## src/design/tmr16_pkg.sv

```systemverilog
// ==========================================================
// shared constants and types of the 16-bit timer slice
// ==========================================================
package tmr16_pkg;

  // register index on the 8-bit i/o bus
  localparam logic [3:0] TMR16_A_CTRL_B = 4'h0;
  localparam logic [3:0] TMR16_A_CNT_L = 4'h1;
  localparam logic [3:0] TMR16_A_CNT_H = 4'h2;
  localparam logic [3:0] TMR16_A_CMPA_L = 4'h3;
  localparam logic [3:0] TMR16_A_CMPA_H = 4'h4;
  localparam logic [3:0] TMR16_A_CMPB_L = 4'h5;
  localparam logic [3:0] TMR16_A_CMPB_H = 4'h6;
  localparam logic [3:0] TMR16_A_CAP_L = 4'h7;
  localparam logic [3:0] TMR16_A_CAP_H = 4'h8;
  localparam logic [3:0] TMR16_A_IRQ_EN = 4'h9;
  localparam logic [3:0] TMR16_A_IRQ_FLG = 4'hA;

  // control register b fields
  localparam int TMR16_B_FILT = 7;
  localparam int TMR16_B_EDGE = 6;
  localparam int TMR16_B_WM3 = 4;
  localparam int TMR16_B_WM2 = 3;
  localparam logic [7:0] TMR16_CTRL_B_WMASK = 8'hDF;
  localparam logic [7:0] TMR16_CTRL_B_RST = 8'h00;

  // enable and flag bit positions (same in both registers)
  localparam int TMR16_BIT_CAP = 5;
  localparam int TMR16_BIT_CMPA = 4;
  localparam int TMR16_BIT_CMPB = 3;
  localparam int TMR16_BIT_OVF = 2;

  // clock select codes
  localparam logic [2:0] TMR16_CS_STOP = 3'h0;
  localparam logic [2:0] TMR16_CS_DIV1 = 3'h1;
  localparam logic [2:0] TMR16_CS_DIV8 = 3'h2;
  localparam logic [2:0] TMR16_CS_DIV64 = 3'h3;
  localparam logic [2:0] TMR16_CS_DIV256 = 3'h4;
  localparam logic [2:0] TMR16_CS_DIV1024 = 3'h5;
  localparam logic [2:0] TMR16_CS_EXT_FALL = 3'h6;
  localparam logic [2:0] TMR16_CS_EXT_RISE = 3'h7;

  // fixed top values and limits
  localparam logic [15:0] TMR16_TOP_8B = 16'h00FF;
  localparam logic [15:0] TMR16_TOP_9B = 16'h01FF;
  localparam logic [15:0] TMR16_TOP_10B = 16'h03FF;
  localparam logic [15:0] TMR16_MAX = 16'hFFFF;
  localparam logic [15:0] TMR16_BOTTOM = 16'h0000;
  localparam logic [15:0] TMR16_ONE = 16'h0001;
  localparam int TMR16_FILT_LEN = 4;

  // one flag per timer event
  typedef struct packed {
    logic capture;
    logic compare_a;
    logic compare_b;
    logic overflow;
  } tmr16_evt_s;

  // counting direction
  typedef enum logic [1:0] {
    TMR16_DIR_UP = 2'b01,
    TMR16_DIR_DOWN = 2'b10
  } tmr16_dir_e;

endpackage : tmr16_pkg

```

## src/design/tmr16_prescale.sv

```systemverilog
`timescale 1ns/1ps
// ==========================================================
// prescaler and clock select: one-cycle count enables
// ==========================================================
module tmr16_prescale
  import tmr16_pkg::*;
#(
  parameter int PRE_W = 10
)(
  input wire logic mclk,
  input wire logic rst_n,
  input wire logic [2:0] clk_sel,
  input wire logic ext_count_pin,
  output logic count_en
);

  logic [PRE_W-1:0] pre_r;
  logic [PRE_W-1:0] pre_nxt;
  logic [2:0] ext_sync_r;
  logic tap;

  // free-running prescaler, tap on wrap of each stage
  assign pre_nxt = pre_r + {{(PRE_W-1){1'b0}}, 1'b1};
  always_ff @(posedge mclk)
  begin
    if (!rst_n)
      pre_r <= '0;
    else
      pre_r <= pre_nxt;
  end

  always_ff @(posedge mclk)
  begin
    if (!rst_n)
      ext_sync_r <= 3'h0;
    else
      ext_sync_r <= {ext_sync_r[1:0], ext_count_pin};
  end

  always_comb
  begin
    tap = 1'b0;
    case (clk_sel)
      TMR16_CS_STOP: tap = 1'b0;
      TMR16_CS_DIV1: tap = 1'b1;
      TMR16_CS_DIV8: tap = &pre_r[2:0];
      TMR16_CS_DIV64: tap = &pre_r[5:0];
      TMR16_CS_DIV256: tap = &pre_r[7:0];
      TMR16_CS_DIV1024: tap = &pre_r[9:0];
      // pin edges count whatever the pin direction
      TMR16_CS_EXT_FALL: tap = ext_sync_r[2] & ~ext_sync_r[1];
      TMR16_CS_EXT_RISE: tap = ~ext_sync_r[2] & ext_sync_r[1];
      default: tap = 1'b0;
    endcase
  end

  assign count_en = tap;

endmodule : tmr16_prescale

```

## src/design/tmr16_capture_in.sv

```systemverilog
`timescale 1ns/1ps
// ==========================================================
// capture input: sync, noise filter, edge select
// ==========================================================
module tmr16_capture_in
  import tmr16_pkg::*;
(
  input wire logic mclk,
  input wire logic rst_n,
  input wire logic capture_pin,
  input wire logic comparator_out,
  input wire logic use_comparator,
  input wire logic capture_filter_en,
  input wire logic capture_edge_sel,
  output logic edge_pulse
);

  logic [1:0] pin_sync_r;
  logic [TMR16_FILT_LEN-2:0] hist_r;
  logic filt_r;
  logic prev_r;
  logic src;
  logic level;

  always_ff @(posedge mclk)
  begin
    if (!rst_n)
      pin_sync_r <= 2'h0;
    else
      pin_sync_r <= {pin_sync_r[0], capture_pin};
  end

  assign src = use_comparator ? comparator_out : pin_sync_r[1];

  // four equal samples change the output
  always_ff @(posedge mclk)
  begin
    if (!rst_n)
    begin
      hist_r <= '0;
      filt_r <= 1'b0;
    end
    else
    begin
      hist_r <= {hist_r[TMR16_FILT_LEN-3:0], src};
      if (&{hist_r, src})
        filt_r <= 1'b1;
      else if (~|{hist_r, src})
        filt_r <= 1'b0;
    end
  end

  assign level = capture_filter_en ? filt_r : src;

  always_ff @(posedge mclk)
  begin
    if (!rst_n)
      prev_r <= 1'b0;
    else
      prev_r <= level;
  end

  assign edge_pulse = capture_edge_sel ? (level & ~prev_r) : (~level & prev_r);

endmodule : tmr16_capture_in

```

## src/design/tmr16_core.sv

```systemverilog
`timescale 1ns/1ps
// ==========================================================
// ==========================================================
module tmr16_core
  import tmr16_pkg::*;
(
  input wire logic mclk,
  input wire logic rst_n,
  input wire logic [3:0] io_addr,
  input wire logic io_wr,
  input wire logic io_rd,
  input wire logic [7:0] io_wdata,
  output logic [7:0] io_rdata,
  input wire logic [1:0] wave_mode_lo,
  input wire logic global_irq_en,
  input wire tmr16_evt_s irq_ack,
  input wire logic force_compare_a,
  input wire logic force_compare_b,
  input wire logic ext_count_pin,
  input wire logic capture_pin,
  input wire logic comparator_out,
  input wire logic use_comparator,
  output tmr16_evt_s irq_req,
  output logic compare_a_match,
  output logic compare_b_match
);

  // ==========================================================
  // registers
  // ==========================================================
  logic [7:0] timer_ctrl_b_r;
  logic [15:0] counter_value_r;
  logic [15:0] counter_value_nxt;
  logic [15:0] compare_a_value_r;
  logic [15:0] compare_b_value_r;
  logic [15:0] capture_value_r;
  logic [7:0] timer_irq_enable_r;
  tmr16_evt_s flags_r;
  tmr16_evt_s flags_nxt;
  logic [7:0] temp_r;
  logic [7:0] io_rdata_r;
  tmr16_evt_s irq_req_r;
  logic compare_a_match_r;
  logic compare_b_match_r;
  logic block_cmp_r;
  tmr16_dir_e dir_r;
  tmr16_dir_e dir_nxt;

  // ==========================================================
  // decode
  // ==========================================================
  logic [3:0] wave_mode;
  logic [15:0] top_val;
  logic phase_mode;
  logic fast_mode;
  logic cap_is_top;
  logic tick;
  logic cap_edge;
  logic wr_cnt;
  logic at_top;
  logic at_bottom;
  logic ovf_evt;
  logic cap_evt;
  logic match_a;
  logic match_b;
  logic [7:0] flags_rd;

  assign wave_mode = {timer_ctrl_b_r[TMR16_B_WM3], timer_ctrl_b_r[TMR16_B_WM2], wave_mode_lo};

  // top source and counting style per waveform mode
  always_comb
  begin
    top_val = TMR16_MAX;
    phase_mode = 1'b0;
    fast_mode = 1'b0;
    cap_is_top = 1'b0;
    case (wave_mode)
      4'd1: begin top_val = TMR16_TOP_8B; phase_mode = 1'b1; end
      4'd2: begin top_val = TMR16_TOP_9B; phase_mode = 1'b1; end
      4'd3: begin top_val = TMR16_TOP_10B; phase_mode = 1'b1; end
      4'd4: top_val = compare_a_value_r;
      4'd5: begin top_val = TMR16_TOP_8B; fast_mode = 1'b1; end
      4'd6: begin top_val = TMR16_TOP_9B; fast_mode = 1'b1; end
      4'd7: begin top_val = TMR16_TOP_10B; fast_mode = 1'b1; end
      4'd8, 4'd10:
      begin
        top_val = capture_value_r;
        phase_mode = 1'b1;
        cap_is_top = 1'b1;
      end
      4'd9, 4'd11:
      begin
        top_val = compare_a_value_r;
        phase_mode = 1'b1;
      end
      4'd12: begin top_val = capture_value_r; cap_is_top = 1'b1; end
      4'd14:
      begin
        top_val = capture_value_r;
        fast_mode = 1'b1;
        cap_is_top = 1'b1;
      end
      4'd15: begin top_val = compare_a_value_r; fast_mode = 1'b1; end
      default: top_val = TMR16_MAX;
    endcase
  end

  // ==========================================================
  // clock source and capture input
  // ==========================================================
  tmr16_prescale #(
    .PRE_W(10)
  ) u_prescale (
    .mclk(mclk),
    .rst_n(rst_n),
    .clk_sel(timer_ctrl_b_r[2:0]),
    .ext_count_pin(ext_count_pin),
    .count_en(tick)
  );

  tmr16_capture_in u_capture (
    .mclk(mclk),
    .rst_n(rst_n),
    .capture_pin(capture_pin),
    .comparator_out(comparator_out),
    .use_comparator(use_comparator),
    .capture_filter_en(timer_ctrl_b_r[TMR16_B_FILT]),
    .capture_edge_sel(timer_ctrl_b_r[TMR16_B_EDGE]),
    .edge_pulse(cap_edge)
  );

  // ==========================================================
  // counter
  // ==========================================================
  assign wr_cnt = io_wr & (io_addr == TMR16_A_CNT_L);
  assign at_top = (counter_value_r == top_val);
  assign at_bottom = (counter_value_r == TMR16_BOTTOM);

  // next count and direction for one timer tick
  always_comb
  begin
    counter_value_nxt = counter_value_r;
    dir_nxt = dir_r;
    case (dir_r)
      TMR16_DIR_UP:
      begin
        if (at_top && phase_mode)
        begin
          dir_nxt = TMR16_DIR_DOWN;
          counter_value_nxt = counter_value_r - TMR16_ONE;
        end
        else if (at_top)
          counter_value_nxt = TMR16_BOTTOM;
        else
          counter_value_nxt = counter_value_r + TMR16_ONE;
      end
      TMR16_DIR_DOWN:
      begin
        if (at_bottom)
        begin
          dir_nxt = TMR16_DIR_UP;
          counter_value_nxt = counter_value_r + TMR16_ONE;
        end
        else
          counter_value_nxt = counter_value_r - TMR16_ONE;
      end
      default: dir_nxt = TMR16_DIR_UP;
    endcase
  end

  // low-byte write moves latch and data together
  always_ff @(posedge mclk)
  begin
    if (!rst_n)
    begin
      counter_value_r <= TMR16_BOTTOM;
      dir_r <= TMR16_DIR_UP;
    end
    else if (wr_cnt)
      counter_value_r <= {temp_r, io_wdata};
    else if (tick)
    begin
      counter_value_r <= counter_value_nxt;
      dir_r <= phase_mode ? dir_nxt : TMR16_DIR_UP;
    end
  end

  // counter write blocks the next tick's match
  always_ff @(posedge mclk)
  begin
    if (!rst_n)
      block_cmp_r <= 1'b0;
    else if (wr_cnt)
      block_cmp_r <= 1'b1;
    else if (tick)
      block_cmp_r <= 1'b0;
  end

  // ==========================================================
  // compare and capture events
  // ==========================================================
  // continuous equality compare
  assign match_a = tick & ~block_cmp_r & (counter_value_r == compare_a_value_r);
  assign match_b = tick & ~block_cmp_r & (counter_value_r == compare_b_value_r);

  // overflow point depends on the mode
  assign ovf_evt = tick & (phase_mode ? (at_bottom && dir_r == TMR16_DIR_DOWN) :
                   fast_mode ? at_top : (counter_value_r == TMR16_MAX));

  // capture input disconnected while capture is top
  assign cap_evt = cap_edge & ~cap_is_top;

  // copy counter on capture, else cpu write
  always_ff @(posedge mclk)
  begin
    if (!rst_n)
      capture_value_r <= TMR16_BOTTOM;
    else if (cap_evt)
      capture_value_r <= counter_value_r;
    else if (io_wr && io_addr == TMR16_A_CAP_L)
      capture_value_r <= {temp_r, io_wdata};
  end

  // match pulses for the waveform unit, forced strobes included
  always_ff @(posedge mclk)
  begin
    if (!rst_n)
    begin
      compare_a_match_r <= 1'b0;
      compare_b_match_r <= 1'b0;
    end
    else
    begin
      compare_a_match_r <= match_a | force_compare_a;
      compare_b_match_r <= match_b | force_compare_b;
    end
  end

  // ==========================================================
  // flags: set wins over clear
  // ==========================================================
  always_comb
  begin
    flags_nxt = flags_r;
    if (io_wr && io_addr == TMR16_A_IRQ_FLG)
    begin
      if (io_wdata[TMR16_BIT_CAP]) flags_nxt.capture = 1'b0;
      if (io_wdata[TMR16_BIT_CMPA]) flags_nxt.compare_a = 1'b0;
      if (io_wdata[TMR16_BIT_CMPB]) flags_nxt.compare_b = 1'b0;
      if (io_wdata[TMR16_BIT_OVF]) flags_nxt.overflow = 1'b0;
    end
    if (irq_ack.capture) flags_nxt.capture = 1'b0;
    if (irq_ack.compare_a) flags_nxt.compare_a = 1'b0;
    if (irq_ack.compare_b) flags_nxt.compare_b = 1'b0;
    if (irq_ack.overflow) flags_nxt.overflow = 1'b0;
    // capture event, or top in capture-top modes
    if (cap_evt || (cap_is_top && tick && at_top && dir_r == TMR16_DIR_UP))
      flags_nxt.capture = 1'b1;
    // visible in the timer cycle after the match
    // forced strobes are not used here
    if (match_a) flags_nxt.compare_a = 1'b1;
    if (match_b) flags_nxt.compare_b = 1'b1;
    if (ovf_evt) flags_nxt.overflow = 1'b1;
  end

  always_ff @(posedge mclk)
  begin
    if (!rst_n)
      flags_r <= '0;
    else
      flags_r <= flags_nxt;
  end

  // request needs enable, global flag and status flag
  always_ff @(posedge mclk)
  begin
    if (!rst_n)
      irq_req_r <= '0;
    else
    begin
      irq_req_r.capture <= global_irq_en & timer_irq_enable_r[TMR16_BIT_CAP] & flags_nxt.capture;
      irq_req_r.compare_a <= global_irq_en & timer_irq_enable_r[TMR16_BIT_CMPA] &
                             flags_nxt.compare_a;
      irq_req_r.compare_b <= global_irq_en & timer_irq_enable_r[TMR16_BIT_CMPB] &
                             flags_nxt.compare_b;
      irq_req_r.overflow <= global_irq_en & timer_irq_enable_r[TMR16_BIT_OVF] &
                            flags_nxt.overflow;
    end
  end

  // ==========================================================
  // register writes
  // ==========================================================
  always_ff @(posedge mclk)
  begin
    if (!rst_n)
    begin
      timer_ctrl_b_r <= TMR16_CTRL_B_RST;
      timer_irq_enable_r <= 8'h00;
      compare_a_value_r <= TMR16_BOTTOM;
      compare_b_value_r <= TMR16_BOTTOM;
    end
    else if (io_wr)
    begin
      case (io_addr)
        TMR16_A_CTRL_B: timer_ctrl_b_r <= io_wdata & TMR16_CTRL_B_WMASK;
        TMR16_A_IRQ_EN: timer_irq_enable_r <= io_wdata;
        TMR16_A_CMPA_L: compare_a_value_r <= {temp_r, io_wdata};
        TMR16_A_CMPB_L: compare_b_value_r <= {temp_r, io_wdata};
        default: timer_ctrl_b_r <= timer_ctrl_b_r;
      endcase
    end
  end

  // shared high-byte latch: high write or low read fills it
  always_ff @(posedge mclk)
  begin
    if (!rst_n)
      temp_r <= 8'h00;
    else if (io_wr && (io_addr == TMR16_A_CNT_H || io_addr == TMR16_A_CMPA_H ||
             io_addr == TMR16_A_CMPB_H || io_addr == TMR16_A_CAP_H))
      temp_r <= io_wdata;
    else if (io_rd)
    begin
      case (io_addr)
        TMR16_A_CNT_L: temp_r <= counter_value_r[15:8];
        TMR16_A_CMPA_L: temp_r <= compare_a_value_r[15:8];
        TMR16_A_CMPB_L: temp_r <= compare_b_value_r[15:8];
        TMR16_A_CAP_L: temp_r <= capture_value_r[15:8];
        default: temp_r <= temp_r;
      endcase
    end
  end

  // ==========================================================
  // register reads
  // ==========================================================
  always_comb
  begin
    flags_rd = 8'h00;
    flags_rd[TMR16_BIT_CAP] = flags_r.capture;
    flags_rd[TMR16_BIT_CMPA] = flags_r.compare_a;
    flags_rd[TMR16_BIT_CMPB] = flags_r.compare_b;
    flags_rd[TMR16_BIT_OVF] = flags_r.overflow;
  end

  // read data registered one cycle after the strobe
  always_ff @(posedge mclk)
  begin
    if (!rst_n)
      io_rdata_r <= 8'h00;
    else if (io_rd)
    begin
      case (io_addr)
        TMR16_A_CTRL_B: io_rdata_r <= timer_ctrl_b_r;
        TMR16_A_CNT_L: io_rdata_r <= counter_value_r[7:0];
        TMR16_A_CMPA_L: io_rdata_r <= compare_a_value_r[7:0];
        TMR16_A_CMPB_L: io_rdata_r <= compare_b_value_r[7:0];
        TMR16_A_CAP_L: io_rdata_r <= capture_value_r[7:0];
        TMR16_A_CNT_H, TMR16_A_CMPA_H, TMR16_A_CMPB_H, TMR16_A_CAP_H: io_rdata_r <= temp_r;
        TMR16_A_IRQ_EN: io_rdata_r <= timer_irq_enable_r;
        TMR16_A_IRQ_FLG: io_rdata_r <= flags_rd;
        default: io_rdata_r <= 8'h00;
      endcase
    end
  end

  assign io_rdata = io_rdata_r;
  assign irq_req = irq_req_r;
  assign compare_a_match = compare_a_match_r;
  assign compare_b_match = compare_b_match_r;

endmodule : tmr16_core

```

## config.mk

```make
export PLATFORM = sky130hd
export DESIGN_NAME = tmr16_core
export DESIGN_NICKNAME = d
export VERILOG_FILES = /design/src/design/tmr16_pkg.sv /design/src/design/tmr16_prescale.sv /design/src/design/tmr16_capture_in.sv /design/src/design/tmr16_core.sv
export SDC_FILE = /design/constraint.sdc
export NUM_CORES = 1
export LEC_CHECK = 0
export BUFFER_PORTS_ARGS = -buffer_cell sky130_fd_sc_hd__buf_2
export CORE_ASPECT_RATIO = 1.75
export CORE_UTILIZATION = 35
export DETAILED_ROUTE_END_ITERATION = 7
export PLACE_DENSITY = 0.51
export SLEW_MARGIN = 10
export SYNTH_ARGS = -nofsm -noshare
export SYNTH_HDL_FRONTEND = slang
export SYNTH_SLANG_ARGS = --single-unit
```

## constraint.sdc

```tcl
create_clock -name mclk -period 2.55 [get_ports mclk]
set_input_delay 0.255 -clock mclk [delete_from_list [all_inputs] [get_ports mclk]]
set_output_delay 0.255 -clock mclk [all_outputs]
set_load 0.03 [all_outputs]
```

==> reports/metrics.yaml <==
status: "finished with violations"
violations: "setup timing"
multi_input_area_mm2: 0.00499
cts_root_buffer: "clkbuf_16"
grt_max_degree: 42
min-delay-start: "capture_pin"
cts_tree: "built"
final_cells: 1389
max-slew-margin-rel_pct: 40.7
fmax_mhz: 357
hold_viol: 0
rr_worst_depth: 13
path_buf_inv: 4
whs_ns: 0.0400
fin_area_mm2: 0.0100
hold_class: "in -> reg"
p_leak_uw: 0.00415
setup_violations: 22
dpl.hpwl_um: 22600
crit-reg2reg-capture: "counter_value_r[13]$_SDFFE_PN0P_"
start_util_pct: 35.9
grt_use_total_pct: 27.6
clkLatencyLatePin_ns: 0.43
seq_area_mm2: 0.00257
syn_area_mm2: 0.00758
clk_pin_slew_ns: 0.06
grt_pass1_wl_um: 45200
fin_ws_ns: -0.252
drc: 0
totalWireLength_um: 29900
ys_ff_latch: 128
antenna_found_initial: 1
p_total_uw: 5370
placed_area_mm2: 0.00889
reg2reg_slack_ns: -0.25
rows: 70
crit_required_ns: 2.85
synthFlopType: "dfxtp_1"
clockBufferDepth: 2
h-tree-depth: 4
cp.depth: 13
core-area_mm2: 0.0211
crit_top_cell: "buf_6"
overflow: 0
layout_common_cells: "126 x dfxtp_1, 126 x buf_4, 119 x nand2_1"
cp-start-kind: "register"
drtIter0Drc: 536
finalMaxSlewViolations: 0
cts_sinks: 128
slowest_stage: "nor4_4"
syn_to_final_growth_pct: 32.2
cp_max_fo: 8
vdd_drop_max_mv: 0.596
layout-drive-gt1-share_pct: 27.9
cap_violations: 0
routabilityCongestion: 0.931
ant_nets: 0
grt_setup_unrepaired: "yes"
ys_types: 67
crit_family: "simple AND/OR/NAND/NOR gates"
crit_start: "timer_ctrl_b_r[4]$_SDFFE_PN0P_"
fin_nets: 1120
synth_enable_flop_cells: 0
ys.warnings.count: 0
skew_ns: 0.00939
routed_via_density: 5.57
first_pass_iters: 5
avgSynthCellArea_um2: 7.94
synth_nets: 989
endpoint: "counter_value_r[13]$_SDFFE_PN0P_"
cts_hold_buf: 0
first_global_vias: 7694
die-area_mm2: 0.0223
post-route-period-util_pct: 110
postSynth.asyncResetShare_pct: 0
die_height_um: 197
port_buffers: 42
numCtsBuffers: 17
io_pins: 43
dpl.cell_count: 1336
die_w_um: 113
syn_inst: 955
ys_seq_area_share_pct: 33.8
reg2reg_from: "timer_ctrl_b_r[4]$_SDFFE_PN0P_"
min_period_ns: 2.80
vias: 7734
worst_slew_pin_slew_ns: 0.886
path_class: "reg -> reg"
critPathArrivalTime_ns: 3.10
critPathMaxStageDelay_ns: 0.36
wl_per_cell_um: 21.5
crit_path_end_kind: "register"
fill_cells: 2143
p_per_area_mw_per_mm2: 536
crit_chain: "buf_12, nor3_4, nand2_2, buf_6, nand4_1, xor2_2, nor4_4, buf_4, and4_4, buf_6, a21oi_2, a211oi_2, o32ai_2"
==> routing by layer <==
metal / vias up / track usage (%) / part of all wire [%]
met5: - / 0 / 0
met4: 0 / 21.0 / 6.8
met3: 90 / 3.63 / 4.3
met2: 243 / 49.1 / 52
met1: 3722 / 29.3 / 37
li1: 3679 / - / -
==> Yosys cell counts, drive strengths merged (4+ instances only) <==
master	count	area share, %
or2	5	0.41
mux2i	39	5.3
mux4	8	2.4
a211oi	20	2.0
buf	15	0.99
nor2	106	5.2
o31a	4	0.46
a22oi	15	1.5
nand2b	9	0.74
o2111ai	4	0.46
clkbuf	62	3.1
mux2	8	1.2
xor2	46	5.3
dfxtp	128	34
nor3	17	1.2
nand3	21	1.4
inv	18	0.89
nor2b	11	1.0
o221ai	16	1.8
ha	5	0.83
a32oi	11	1.3
a21oi	82	5.4
or4	5	0.50
and3	18	1.5
nand4	10	1.0
xnor2	21	2.4
and2	16	1.3
a31oi	9	0.74
o21ai	38	2.5
o22ai	9	0.83
nand2	122	6.0
nor4	15	1.8
==> cell families (layout without fill, tap and decap cells) <==
kind of cell	count (synthesis)	count (layout)	share of synthesized area [%]
AOI/OAI and AO/OA	238	238	20.4
xor gates and xnor gates	67	67	7.74
adders and majority gates	5	5	0.825
buffers and inverters	96	239	5.00
DFF	128	128	33.8
muxes	55	56	8.88
other	0	2	0
and+or+nand+nor	366	366	23.3
==> registers in the layout, summed over array words and instances (netlist names), 7 cells and up <==
name,count
capture_value_r,16
compare_b_value_r,16
temp_r,8
counter_value_r,16
timer_irq_enable_r,8
io_rdata,8
u_prescale.pre_r,10
compare_a_value_r,16
timer_ctrl_b_r,7
==> layout make-up <==
cell class,instances,share of cell area [%]
clock inverter,11,1.02
multi-input combinational,732,49.8
tap,288,3.60
clock buffer,21,4.80
inverter,19,0.712
timing repair buffer,188,14.4
antenna,2,0.0500
sequential,128,25.6
==> where the power goes <==
part | total (uW) | switching [uW] | leakage, uW | internal, uW
Combinational | 814 | 488 | 0.00283 | 326
Sequential | 2110 | 58.7 | 0.00104 | 2050
Clock | 2440 | 995 | 0.000282 | 1450
Total | 5370 | 1540 | 0.00415 | 3830
==> timing repair <==
| item | 4_1_cts | 5_1_grt |
|---|---|---|
| buffers inserted | 11 | 7 |
| gates cloned | 1 | 0 |
| gates resized for setup | 49 | 32 |
| pin swaps | 31 | 25 |
| endpoints found under the setup margin | 21 | 22 |
==> through the flow <==
step	worst slack (ns)	setup TNS [ns]	utilization [%]
after floorplan	-0.0101	-0.0101	-
after global placement	-0.279	-3.51	42.1
after detailed placement	-0.269	-3.65	42.1
after CTS	-0.223	-2.10	46.4
after global routing	-0.371	-6.19	47.4
final	-0.252	-3.44	47.5
==> how the worst min path moves through the flow <==
stage               cells past startpoint                                  end  slack [ns]
CTS                                     2   u_capture.pin_sync_r[0]$_SDFF_PN0_        0.02
finish                                  2   u_capture.pin_sync_r[0]$_SDFF_PN0_        0.04
floorplan                               2           compare_a_match$_SDFF_PN0_        0.38
global placement                        1  u_prescale.ext_sync_r[1]$_SDFF_PN0_        0.42
detailed placement                      1  u_prescale.ext_sync_r[1]$_SDFF_PN0_        0.43
global route                            2  u_prescale.ext_sync_r[0]$_SDFF_PN0_        0.03
No activity file was read; power rests on OpenSTA's default activity.
